**src/dbic_pkg.sv**
```systemverilog
package dbic_pkg;
    // Bus offsets (byte address within the board's slot)
    localparam logic [4:0] CONFIG_ONE_OFFSET    = 5'h0A;
    localparam logic [4:0] IRQ_ONE_CLEAR_OFFSET = 5'h02;
    localparam logic [4:0] IRQ_TWO_CLEAR_OFFSET = 5'h04;
    localparam logic [4:0] DMA_TC_CLEAR_OFFSET  = 5'h00;
    // Field positions in board_config_one
    localparam int EXT_IRQ_TWO_EN_BIT       = 15;
    localparam int EXT_IRQ_ONE_EN_BIT       = 14;
    localparam int CNT_IRQ_TWO_EN_BIT       = 13;
    localparam int CNT_IRQ_ONE_EN_BIT       = 12;
    localparam int CNT_ONE_SRC_BIT          = 10;
    localparam int CNT_TWO_SRC_BIT          = 9;
    localparam int ALT_BANK_BIT             = 7;
    localparam int GRP_ONE_UPD_SRC_BIT      = 6;
    localparam int CHAN_SEL_LSB             = 0;
    localparam int CHAN_SEL_W               = 4;
    localparam logic [15:0] CONFIG_ONE_RESET = 16'h0000;
    // Width of the internal external-update low pulse
    localparam int EXT_PULSE_NS             = 200;
    localparam int CLK_PERIOD_NS            = 100;
    localparam int EXT_PULSE_CYC            =
        (EXT_PULSE_NS + CLK_PERIOD_NS - 1) / CLK_PERIOD_NS;
    typedef enum logic [1:0] {
        DBIC_PS_IDLE  = 2'b00,
        DBIC_PS_LOW   = 2'b01,
        DBIC_PS_REARM = 2'b11
    } dbic_pulse_state_t;
endpackage

```
**src/dbic_evt_if.sv**
```systemverilog
`timescale 1ns/1ps
interface dbic_evt_if;
    logic clr;
    logic set_a;
    logic set_b;
    logic flag;
    modport owner (input clr, input set_a, input set_b, output flag);
    modport user  (output clr, output set_a, output set_b, input flag);
endinterface

```
**src/dbic_sticky_flag.sv**
```systemverilog
`timescale 1ns/1ps
module dbic_sticky_flag (
    input  wire logic   i_clk,
    input  wire logic   i_rst_n,
    dbic_evt_if.owner   evt
);
    logic flag;
    logic next_flag;

    // Set wins over a clear in the same cycle so no event is lost
    always_comb begin
        next_flag = flag;
        if (evt.clr) begin
            next_flag = 1'b0;
        end
        if (evt.set_a || evt.set_b) begin
            next_flag = 1'b1;
        end
    end

    always_ff @(posedge i_clk or negedge i_rst_n) begin
        if (!i_rst_n) begin
            flag <= 1'b0;
        end else begin
            flag <= next_flag;
        end
    end

    assign evt.flag = flag;
endmodule

```
**src/dbic_pulse_gen.sv**
```systemverilog
`timescale 1ns/1ps
module dbic_pulse_gen #(
    parameter int PULSE_CYC = dbic_pkg::EXT_PULSE_CYC
) (
    input  wire logic i_clk,
    input  wire logic i_rst_n,
    input  wire logic i_fall,
    output logic      o_pulse_n,
    output logic      o_rise
);
    dbic_pkg::dbic_pulse_state_t state;
    dbic_pkg::dbic_pulse_state_t next_state;
    logic [7:0] cnt;
    logic [7:0] next_cnt;

    always_comb begin
        next_state = state;
        next_cnt   = cnt;
        case (state)
            dbic_pkg::DBIC_PS_IDLE: begin
                if (i_fall) begin
                    next_state = dbic_pkg::DBIC_PS_LOW;
                    next_cnt   = 8'(PULSE_CYC - 1);
                end
            end
            dbic_pkg::DBIC_PS_LOW: begin
                if (cnt == 8'h00) begin
                    next_state = dbic_pkg::DBIC_PS_REARM;
                end else begin
                    next_cnt = cnt - 8'h01;
                end
            end
            dbic_pkg::DBIC_PS_REARM: begin
                next_state = dbic_pkg::DBIC_PS_IDLE;
            end
            default: begin
                next_state = dbic_pkg::DBIC_PS_IDLE;
            end
        endcase
    end

    always_ff @(posedge i_clk or negedge i_rst_n) begin
        if (!i_rst_n) begin
            state <= dbic_pkg::DBIC_PS_IDLE;
            cnt   <= 8'h00;
        end else begin
            state <= next_state;
            cnt   <= next_cnt;
        end
    end

    assign o_pulse_n = (state != dbic_pkg::DBIC_PS_LOW);
    // Rising edge of the pulse is the cycle the low phase ends
    assign o_rise    = (state == dbic_pkg::DBIC_PS_LOW) && (cnt == 8'h00);
endmodule

```
**src/dbic_top.sv**
```systemverilog
// What this block does
// - Config register is write-only, 16 bits, offset 0A, word writes only.
// - All configuration bits clear to zero at reset.
// - Unused bits are ignored on write; reads of the register return arbitrary data.
// - Alternate bank bit steers shared-address writes to clear registers or primary ones.
// - Bit 15: external falling edge makes low pulse; its rise requests interrupt two.
// - Interrupt two stays pending until the interrupt-two clear register is written.
// - Bit 15: the external pulse also strobes DAC group two updates.
// - Bit 14: external pulse rise requests interrupt one.
// - Interrupt one stays pending until the interrupt-one clear register is written.
// - Bit 13: rising edge of counter-two low output requests interrupt two.
// - Bit 13: counter-two low pulse also strobes DAC group two.
// - Bit 12: rising edge of counter-one low output requests interrupt one.
// - Bit 6 picks external pulse, else counter-one output, as group-one update.
// - Bits 10 and 9 pick counter sources: 1-MHz clock or counter three.
`timescale 1ns/1ps
module dbic_top (
    input  wire logic        i_clk,
    input  wire logic        i_reset_n,
    input  wire logic [4:0]  i_io_addr,
    input  wire logic [15:0] i_io_wdata,
    input  wire logic        i_io_wr,
    input  wire logic        i_io_word,
    input  wire logic        i_external_update_in_n,
    input  wire logic        i_counter_one_out_n,
    input  wire logic        i_counter_two_out_n,
    output logic             o_irq_one,
    output logic             o_irq_two,
    output logic             o_external_update_pulse_n,
    output logic             o_group_one_update_n,
    output logic             o_group_two_update_n,
    output logic [3:0]       o_channel_select,
    output logic             o_counter_one_source_sel,
    output logic             o_counter_two_source_sel,
    output logic             o_alt_bank_write_select,
    output logic             o_dma_terminal_clear
);
    logic        rst_meta_n;
    logic        rst_n;
    logic [15:0] board_config_one;
    logic [15:0] next_board_config_one;
    logic        cfg_wr;
    logic        irq_one_clear;
    logic        irq_two_clear;
    logic        dma_terminal_clear;
    logic [2:0]  sync_meta;
    logic [2:0]  sync_q;
    logic [2:0]  sync_prev;
    logic        ext_fall;
    logic        cnt_one_rise;
    logic        cnt_two_rise;
    logic        ext_pulse_n;
    logic        ext_rise;
    logic        grp_one_upd_n;
    logic        grp_two_upd_n;

    // Reset is released through two flip-flops
    always_ff @(posedge i_clk or negedge i_reset_n) begin
        if (!i_reset_n) begin
            rst_meta_n <= 1'b0;
            rst_n      <= 1'b0;
        end else begin
            rst_meta_n <= 1'b1;
            rst_n      <= rst_meta_n;
        end
    end

    // Address decode shared by every write strobe
    function automatic logic hit(input logic [4:0] a, input logic [4:0] off);
        hit = (a == off);
    endfunction

    assign cfg_wr = i_io_wr && i_io_word && hit(i_io_addr, dbic_pkg::CONFIG_ONE_OFFSET);
    // Clear strobes respond only while the alternate bank is selected
    assign irq_one_clear = i_io_wr && board_config_one[dbic_pkg::ALT_BANK_BIT]
        && hit(i_io_addr, dbic_pkg::IRQ_ONE_CLEAR_OFFSET);
    assign irq_two_clear = i_io_wr && board_config_one[dbic_pkg::ALT_BANK_BIT]
        && hit(i_io_addr, dbic_pkg::IRQ_TWO_CLEAR_OFFSET);
    assign dma_terminal_clear = i_io_wr && board_config_one[dbic_pkg::ALT_BANK_BIT]
        && hit(i_io_addr, dbic_pkg::DMA_TC_CLEAR_OFFSET);

    // Whole word stored; undriven fields have no consumer so their value is inert
    always_comb begin
        next_board_config_one = board_config_one;
        if (cfg_wr) begin
            next_board_config_one = i_io_wdata;
        end
    end

    always_ff @(posedge i_clk or negedge rst_n) begin
        if (!rst_n) begin
            board_config_one <= dbic_pkg::CONFIG_ONE_RESET;
        end else begin
            board_config_one <= next_board_config_one;
        end
    end

    // Pin inputs: two-stage synchronisers, edges taken after the second stage
    always_ff @(posedge i_clk or negedge rst_n) begin
        if (!rst_n) begin
            sync_meta <= 3'b111;
            sync_q    <= 3'b111;
            sync_prev <= 3'b111;
        end else begin
            sync_meta <= {i_counter_two_out_n, i_counter_one_out_n, i_external_update_in_n};
            sync_q    <= sync_meta;
            sync_prev <= sync_q;
        end
    end

    assign ext_fall     = sync_prev[0] && !sync_q[0];
    assign cnt_one_rise = !sync_prev[1] && sync_q[1];
    assign cnt_two_rise = !sync_prev[2] && sync_q[2];

    dbic_pulse_gen u_pulse (
        .i_clk     (i_clk),
        .i_rst_n   (rst_n),
        .i_fall    (ext_fall),
        .o_pulse_n (ext_pulse_n),
        .o_rise    (ext_rise)
    );

    dbic_evt_if irq_one_evt ();
    dbic_evt_if irq_two_evt ();

    assign irq_one_evt.clr   = irq_one_clear;
    assign irq_one_evt.set_a = ext_rise && board_config_one[dbic_pkg::EXT_IRQ_ONE_EN_BIT];
    assign irq_one_evt.set_b = cnt_one_rise
        && board_config_one[dbic_pkg::CNT_IRQ_ONE_EN_BIT];
    assign irq_two_evt.clr   = irq_two_clear;
    assign irq_two_evt.set_a = ext_rise && board_config_one[dbic_pkg::EXT_IRQ_TWO_EN_BIT];
    assign irq_two_evt.set_b = cnt_two_rise
        && board_config_one[dbic_pkg::CNT_IRQ_TWO_EN_BIT];

    dbic_sticky_flag u_irq_one (
        .i_clk   (i_clk),
        .i_rst_n (rst_n),
        .evt     (irq_one_evt)
    );

    dbic_sticky_flag u_irq_two (
        .i_clk   (i_clk),
        .i_rst_n (rst_n),
        .evt     (irq_two_evt)
    );

    // Update strobes, active low
    always_comb begin
        grp_one_upd_n = board_config_one[dbic_pkg::GRP_ONE_UPD_SRC_BIT]
            ? ext_pulse_n : sync_q[1];
        grp_two_upd_n = 1'b1;
        if (board_config_one[dbic_pkg::EXT_IRQ_TWO_EN_BIT] && !ext_pulse_n) begin
            grp_two_upd_n = 1'b0;
        end
        if (board_config_one[dbic_pkg::CNT_IRQ_TWO_EN_BIT] && !sync_q[2]) begin
            grp_two_upd_n = 1'b0;
        end
    end

    always_ff @(posedge i_clk or negedge rst_n) begin
        if (!rst_n) begin
            o_group_one_update_n      <= 1'b1;
            o_group_two_update_n      <= 1'b1;
            o_external_update_pulse_n <= 1'b1;
            o_dma_terminal_clear      <= 1'b0;
        end else begin
            o_group_one_update_n      <= grp_one_upd_n;
            o_group_two_update_n      <= grp_two_upd_n;
            o_external_update_pulse_n <= ext_pulse_n;
            o_dma_terminal_clear      <= dma_terminal_clear;
        end
    end

    assign o_irq_one                = irq_one_evt.flag;
    assign o_irq_two                = irq_two_evt.flag;
    assign o_channel_select         = board_config_one[dbic_pkg::CHAN_SEL_LSB +: dbic_pkg::CHAN_SEL_W];
    assign o_counter_one_source_sel = board_config_one[dbic_pkg::CNT_ONE_SRC_BIT];
    assign o_counter_two_source_sel = board_config_one[dbic_pkg::CNT_TWO_SRC_BIT];
    assign o_alt_bank_write_select  = board_config_one[dbic_pkg::ALT_BANK_BIT];
endmodule

```
**config.mk**
```make
export PLATFORM = sky130hd
export DESIGN_NAME = dbic_top
export DESIGN_NICKNAME = d
export VERILOG_FILES = /design/src/dbic_pkg.sv /design/src/dbic_evt_if.sv /design/src/dbic_sticky_flag.sv /design/src/dbic_pulse_gen.sv /design/src/dbic_top.sv
export SDC_FILE = /design/constraint.sdc
export NUM_CORES = 1
export LEC_CHECK = 0
export ABC_AREA = 1
export BUFFER_PORTS_ARGS = -buffer_cell sky130_fd_sc_hd__clkbuf_2
export CAP_MARGIN = 20
export CORE_AREA = 2 2 61 63
export DETAILED_ROUTE_END_ITERATION = 12
export DIE_AREA = 0 0 63 65
export GPL_ROUTABILITY_DRIVEN = 1
export MAX_ROUTING_LAYER = met4
export PLACE_DENSITY = 0.78
export SLEW_MARGIN = 20
export SYNTH_ARGS = -nofsm -noshare
export SYNTH_HDL_FRONTEND = slang
export SYNTH_HIERARCHICAL = 1
export SYNTH_SLANG_ARGS = --single-unit
```
**constraint.sdc**
```tcl
create_clock -name i_clk -period 2.9 [get_ports i_clk]
set_clock_uncertainty 0.05 [all_clocks]
set_input_delay 0 -clock i_clk [delete_from_list [all_inputs] [get_ports i_clk]]
set_output_delay 0 -clock i_clk [all_outputs]
set_load 0.01 [all_outputs]
```
==> results of run 1 <==
## power by group through the flow
stage,Combinational [mW],Sequential [mW],Clock [mW]
after global placement,0.508,0.749,0
final,0.540,0.742,0.354
after global routing,0.631,0.756,0.391
after floorplan,0.423,0.748,0
after CTS,0.545,0.742,0.366
after detailed placement,0.522,0.753,0
## repair_timing
item | CTS | global route
hold endpoints to repair | 19 | 0
hold buffers | 25 | 0
resized for setup | 0 | 0
## cell type report
class	instances	area (um^2)	area share [%]
Clock buffer	6	41.3	1.80
Clock inverter	2	37.5	1.64
Inverter	28	105	4.58
Multi-Input combinational cell	125	622	27.1
Sequential cell	39	991	43.2
Tap cell	48	60.1	2.62
Timing Repair Buffer	62	438	19.1
## sequential cells by signal (all words and copies together), names as in the netlist
| signal | cells |
|---|---|
| sync_prev | 3 |
| rst_meta_n | 1 |
| sync_q | 3 |
| o_dma_terminal_clear | 1 |
| u_irq_two/evt.flag | 1 |
| u_pulse/state | 2 |
| o_external_update_pulse_n | 1 |
| board_config_one | 12 |
| rst_n | 1 |
| o_group_two_update_n | 1 |
| o_group_one_update_n | 1 |
| u_irq_one/evt.flag | 1 |
| sync_meta | 3 |
| u_pulse/cnt | 8 |
## per-layer routing
metal | routed length, um | share of wire (%)
met1 | 1370 | 41
met2 | 1760 | 53
met3 | 115 | 3.5
met4 | 57 | 1.7
met5 | 0 | 0
## synth_stat cells (3+ instances only)
| cell type | n |
|---|---|
| nand2_2 | 8 |
| nand2_1 | 51 |
| nor2_2 | 4 |
| nor2_1 | 18 |
| buf_6 | 4 |
| inv_1 | 26 |
| buf_4 | 4 |
| o21ai_2 | 4 |
| o21ai_0 | 3 |
| nand4_1 | 3 |
| dfrtp_1 | 27 |
| nor2_4 | 3 |
| nand3_1 | 19 |
| dfstp_2 | 12 |
## stage by stage
stage	power, mW	area, um^2
2_1_floorplan	1.17	1790
3_3_place_gp	1.26	1970
3_5_place_dp	1.28	1970
4_1_cts	1.65	2290
5_1_grt	1.78	2290
6_report	1.64	2290
## worst min path at each step
stage | end | slack (ns)
finish | board_config_one[3] | 0.02
global route | board_config_one[3] | 0.01
CTS | board_config_one[3] | 0.002
detailed placement | rst_n | -0.26
global placement | rst_meta_n | -0.26
floorplan | rst_meta_n | -0.35
## cells by family after synthesis
family	share of synthesized area, %
buffers and inverters	10.0
other	0.209
AOI/OAI and AO/OA	3.70
and+or+nand+nor	27.8
adders and majority gates	1.40
xor gates and xnor gates	0.977
muxes	0.628
DFF	55.3
## worst register-to-register path, cell delays in order, from the launching register on
cell and delay (ns):
dfrtp_1 0.39, inv_1 0.13, ha_1 0.17, nand3_1 0.10, nor2_2 0.13, nand2_2 0.08, nand2_2 0.20, inv_1 0.12
nand2_1 0.08, nand2_1 0.04
==> impl_metrics.yaml, run 1 <==
global_routing:
  grt_first_pass_wirelength_mm: 6.16
  use_met1_pct: 22.2
  grt-ovfl-total: 0
  antenna_found_initial: 0
  busiest_layer: "met2"
  gr-usage-met3_pct: 4.86
  grt_start_max_net_pins: 22
  grtUsageTotal_pct: 20.0
  grt_use_met2_pct: 35.5
  grt_pass1_vias: 1480
critical_path:
  crit_family: "buffers and inverters"
  end_kind: "flop"
  critical_path_class: "input pin to flop"
  worst_r2r_endpoint: "u_pulse/cnt[3]"
  reg2reg_depth: 9
  crit_path_start_kind: "input pin"
  r2r_setup_slack_ns: 1.31
  path_cells: "dlygate4sd3_1 -> clkbuf_2 -> or2_2 -> dlygate4sd3_1 -> nor2_1 -> dlygate4sd3_1"
  path_depth: 6
  path_common_cell: "dlygate4sd3_1"
  cp-startpoint: "i_io_addr[0]"
  worst-endpoint-required_ns: 3.13
  arrival_ns: 2.16
  slowest_stage: "dlygate4sd3_1"
  crit_buf_inv: 4
  cp-endpoint: "o_dma_terminal_clear"
  cp_max_fo: 2
  cpPeakStageDelay_ns: 0.57
  reg2reg_from: "u_pulse/cnt[0]"
finish:
  antennaDiodeCount: 0
  area_growth_pct: 28.0
  drive_gt1_share_pct: 30.2
  nets: 291
  fill_cells: 304
  final_util_pct: 65.6
  final_common_cell: "nand2_1"
  mostFrequentLayoutCells: "51 x nand2_1, 36 x clkbuf_2, 27 x dfrtp_1"
  layoutNonFillerInstCount: 310
drt:
  drtPass1Iterations: 4
  drc: 0
  drt-initial-drc-count: 74
  wirelength_mm: 3.30
  wl_per_cell_um: 10.7
  vias: 1462
  via_per_inst: 4.72
  postRouteAntennaNets: 0
floorplanning:
  num_rows: 22
  die-area_um2: 4100
  ios: 41
  die_h_um: 65
  start_util_pct: 51.3
  core_um2: 3500
  die_x_um: 63
timing:
  relSlewSlack_pct: 48.3
  period_share_pct: 66.5
  setup_ws_ns: 0.972
  hold_viol: 0
  finalMaxSlewViolations: 0
  hold_ws_ns: 0.0174
  setup_violations: 0
  fmax_mhz: 519
  worstMarginPinSlew_ns: 0.775
  rsz0062_at_grt: "no"
  finalSetupTns_ns: 0
  fin_crit_ns: 1.93
power_and_ir_drop:
  leakage_nw: 1.19
  power.internal_mw: 1.05
  swShare_pct: 35.5
  comb_power_share_pct: 33.0
  pwr-share-seq_pct: 45.3
  p_per_area_nw_per_um2: 713
  pwr-share-clk_pct: 21.6
  p_sw_uw: 581
  vdd_ir_drop_max_mv: 0.522
yosys:
  yosys.area.top_type_share_pct: 37.7
  ys_seq_elements: 39
  yosys_warnings: 6
  ys_async_sr_fraction_pct: 100
  synth.distinct_cells: 24
  yosys_most_used_dff: "dfrtp_1"
  yosysSeqAreaShare_pct: 55.3
  yosys-top-cells-area: "dfrtp_1 38%, dfstp_2 18%, nand2_1 11%"
  synth_edf_count: 0
  synth_fp_nets: 230
  avgSynthCellArea_um2: 8.96
  synthCells: 200
  synth_top_cell_by_area: "dfrtp_1"
  synth_area_um2: 1790
cts:
  cts_max_level: 2
  cts_tree: "built"
  postCtsSetupBuffers: 0
  cts_made_buffers: 5
  cts-root-buf: "clkbuf_4"
  clkSlewWorstSetupHoldPaths_ns: 0.12
  clk_path_buf_depth: 2
  cts.sinks: 39
  worstSkewPairLatency_ns: 0.34
placed_design:
  dp_cells: 277
  dp_slack_ns: 1.31
  dp_hpwl_mm: 2.18
  gp_congestion: 0.827
  io_buffers: 36
min_path:
  whs_path_depth: 4
  hold_path_startpoint: "i_io_addr[2]"
  holdCritPathClass: "input pin to flop"
job:
  maxCapViolCount: 0
outcome:
  status: "complete, no violations"
Note: power is estimated with default switching activity, not from simulation.
==> run 2: changes to the inputs <==
--- a/config.mk
+++ b/config.mk
@@ -8,12 +8,12 @@
 export ABC_AREA = 1
 export BUFFER_PORTS_ARGS = -buffer_cell sky130_fd_sc_hd__clkbuf_2
 export CAP_MARGIN = 20
-export CORE_AREA = 2 2 61 63
+export CORE_AREA = 2 2 65 67
 export DETAILED_ROUTE_END_ITERATION = 12
-export DIE_AREA = 0 0 63 65
+export DIE_AREA = 0 0 67 69
 export GPL_ROUTABILITY_DRIVEN = 1
 export MAX_ROUTING_LAYER = met4
-export PLACE_DENSITY = 0.78
+export PLACE_DENSITY = 0.72
 export SLEW_MARGIN = 20
 export SYNTH_ARGS = -nofsm -noshare
 export SYNTH_HDL_FRONTEND = slang
==> constraint.sdc (replaced) <==
create_clock -name i_clk -period 1.7 [get_ports i_clk]
set_clock_uncertainty 0.05 [all_clocks]
set_input_delay 0 -clock i_clk [delete_from_list [all_inputs] [get_ports i_clk]]
set_output_delay 0 -clock i_clk [all_outputs]
set_load 0.01 [all_outputs]
==> run 2 against run 1 <==
Hold slack improved by 0.036 ns. Cell count shrank 0.65%. Cell area shrank 0.82%. Setup slack lost 0.79 ns. Core utilization down 7.5 points. Largest cell class unchanged. Largest power group unchanged.
==> impl_metrics.yaml, run 2 (same netlist as run 1, synthesis figures left out) <==
outcome:
  status: "complete, no violations"
global_routing:
  antenna_found_initial: 0
  grt_first_pass_wirelength_mm: 5.94
  grt_start_max_net_pins: 38
  grt_pass1_vias: 1390
  grtUsageTotal_pct: 17.2
  grt-ovfl-total: 0
timing:
  fmax_mhz: 661
  rsz0062_at_grt: "no"
  finalSetupTns_ns: 0
  hold_ws_ns: 0.0534
  hold_viol: 0
  fin_crit_ns: 1.51
  finalMaxSlewViolations: 0
  period_share_pct: 89.0
  setup_violations: 0
finish:
  top_regs: "board_config_one x12, u_pulse/cnt x8"
  multi_input_area_um2: 627
  fill_cells: 367
  antennaDiodeCount: 0
  final_util_pct: 58.2
  largest_reg_flops: 12
  area_growth_pct: 26.9
  top_register: "board_config_one"
  nets: 287
  layoutNonFillerInstCount: 308
  mostFrequentLayoutCells: "51 x nand2_1, 36 x clkbuf_2, 27 x dfrtp_1"
  drive_gt1_share_pct: 31.0
  final_common_cell: "nand2_1"
  regArea_um2: 991
critical_path:
  r2r_setup_slack_ns: 0.19
  worst_r2r_endpoint: "u_pulse/cnt[4]"
  arrival_ns: 1.65
  cp_max_fo: 11
  end_kind: "flop"
  critical_path_class: "flop to flop"
  crit_path_start_kind: "flop"
  worst-endpoint-required_ns: 1.84
  reg2reg_from: "u_pulse/cnt[0]"
  reg2reg_depth: 9
power_and_ir_drop:
  vdd_ir_drop_max_mv: 0.613
  pwr-share-seq_pct: 44.3
  comb_power_share_pct: 33.4
  pwr-share-clk_pct: 22.3
  p_per_area_nw_per_um2: 1250
  leakage_nw: 1.18
  power.internal_mw: 1.79
  power_mw: 2.84
  swShare_pct: 36.9
  p_sw_mw: 1.05
placed_design:
  dp_cells: 279
  dp_hpwl_mm: 2.18
  gp_congestion: 0.890
  io_buffers: 36
cts:
  cts.sinks: 39
  clkSlewWorstSetupHoldPaths_ns: 0.08
  cts_max_level: 2
  cts-root-buf: "clkbuf_8"
  worstSkewPairLatency_ns: 0.30
  clk_path_buf_depth: 2
  cts_tree: "built"
  cts_made_buffers: 5
drt:
  wl_per_cell_um: 10.7
  wirelength_mm: 3.29
  drt-initial-drc-count: 82
  drc: 0
  drtPass1Iterations: 4
  via_per_inst: 4.58
  postRouteAntennaNets: 0
  vias: 1412
floorplanning:
  core_um2: 3910
  die-area_um2: 4620
  start_util_pct: 45.8
  die_x_um: 67
  num_rows: 23
  ios: 41
  die_h_um: 69
min_path:
  hold_path_startpoint: "i_io_addr[2]"
  whs_path_depth: 4
  min_to: "board_config_one[0]"
  holdCritPathClass: "input pin to flop"
job:
  maxCapViolCount: 0
## run 2: through the flow
stage | setup WS [ns] | cell area (um^2)
after floorplan | 0.377 | 1790
after global placement | 0.166 | 1970
after detailed placement | 0.0832 | 1970
after CTS | 0.0722 | 2270
after global routing | 0.00108 | 2280
final | 0.186 | 2280
## run 2: how the worst max path moves through the flow
stage,start,cells after the start,slack (ns),end
6_report,u_pulse/cnt[0],9,0.19,u_pulse/cnt[4]
3_5_place_dp,u_pulse/cnt[0],9,0.08,u_pulse/cnt[3]
5_1_grt,u_pulse/cnt[0],9,0.001,u_pulse/cnt[3]
4_1_cts,u_pulse/cnt[0],9,0.07,u_pulse/cnt[4]
3_3_place_gp,u_pulse/cnt[0],9,0.17,u_pulse/cnt[3]
2_1_floorplan,u_pulse/cnt[0],8,0.38,u_pulse/cnt[0]
## run 2: layer usage
layer | wire (um) | GRT usage, %
met5 | 0 | -
met4 | 61 | 6.58
met3 | 164 | 4.57
met2 | 1730 | 29.0
met1 | 1330 | 19.1
## run 2: layout make-up
type	count	area share [%]
flip-flops and latches	39	43.5
well taps	50	2.75
repair buffers	58	17.5
clock buffers	5	3.02
multi-input cells	125	27.5
clock inverters	3	1.04
inverters	28	4.62
## run 2: power by group through the flow
| stage | clock, mW | sequential, mW | combinational (mW) |
|---|---|---|---|
| after global routing | 0.686 | 1.28 | 1.11 |
| after floorplan | 0 | 1.28 | 0.722 |
| final | 0.633 | 1.26 | 0.949 |
| after global placement | 0 | 1.27 | 0.881 |
| after CTS | 0.653 | 1.26 | 0.954 |
| after detailed placement | 0 | 1.27 | 0.914 |
## run 2: worst max-delay path, cell delays in order (launching register included)
cell and delay (ns):
dfrtp_1 0.38, inv_1 0.13, ha_1 0.18, nand3_1 0.10, nor2_2 0.12, nand2_2 0.09, nand2_4 0.15, inv_1 0.10
nand2_1 0.07, nand2_1 0.04
## run 2: repair_timing
action,in CTS,in global routing
setup buffers,0,0
hold buffers,21,0
endpoints found under the setup margin,0,3
gates resized for setup,0,1
hold endpoints to repair,18,0
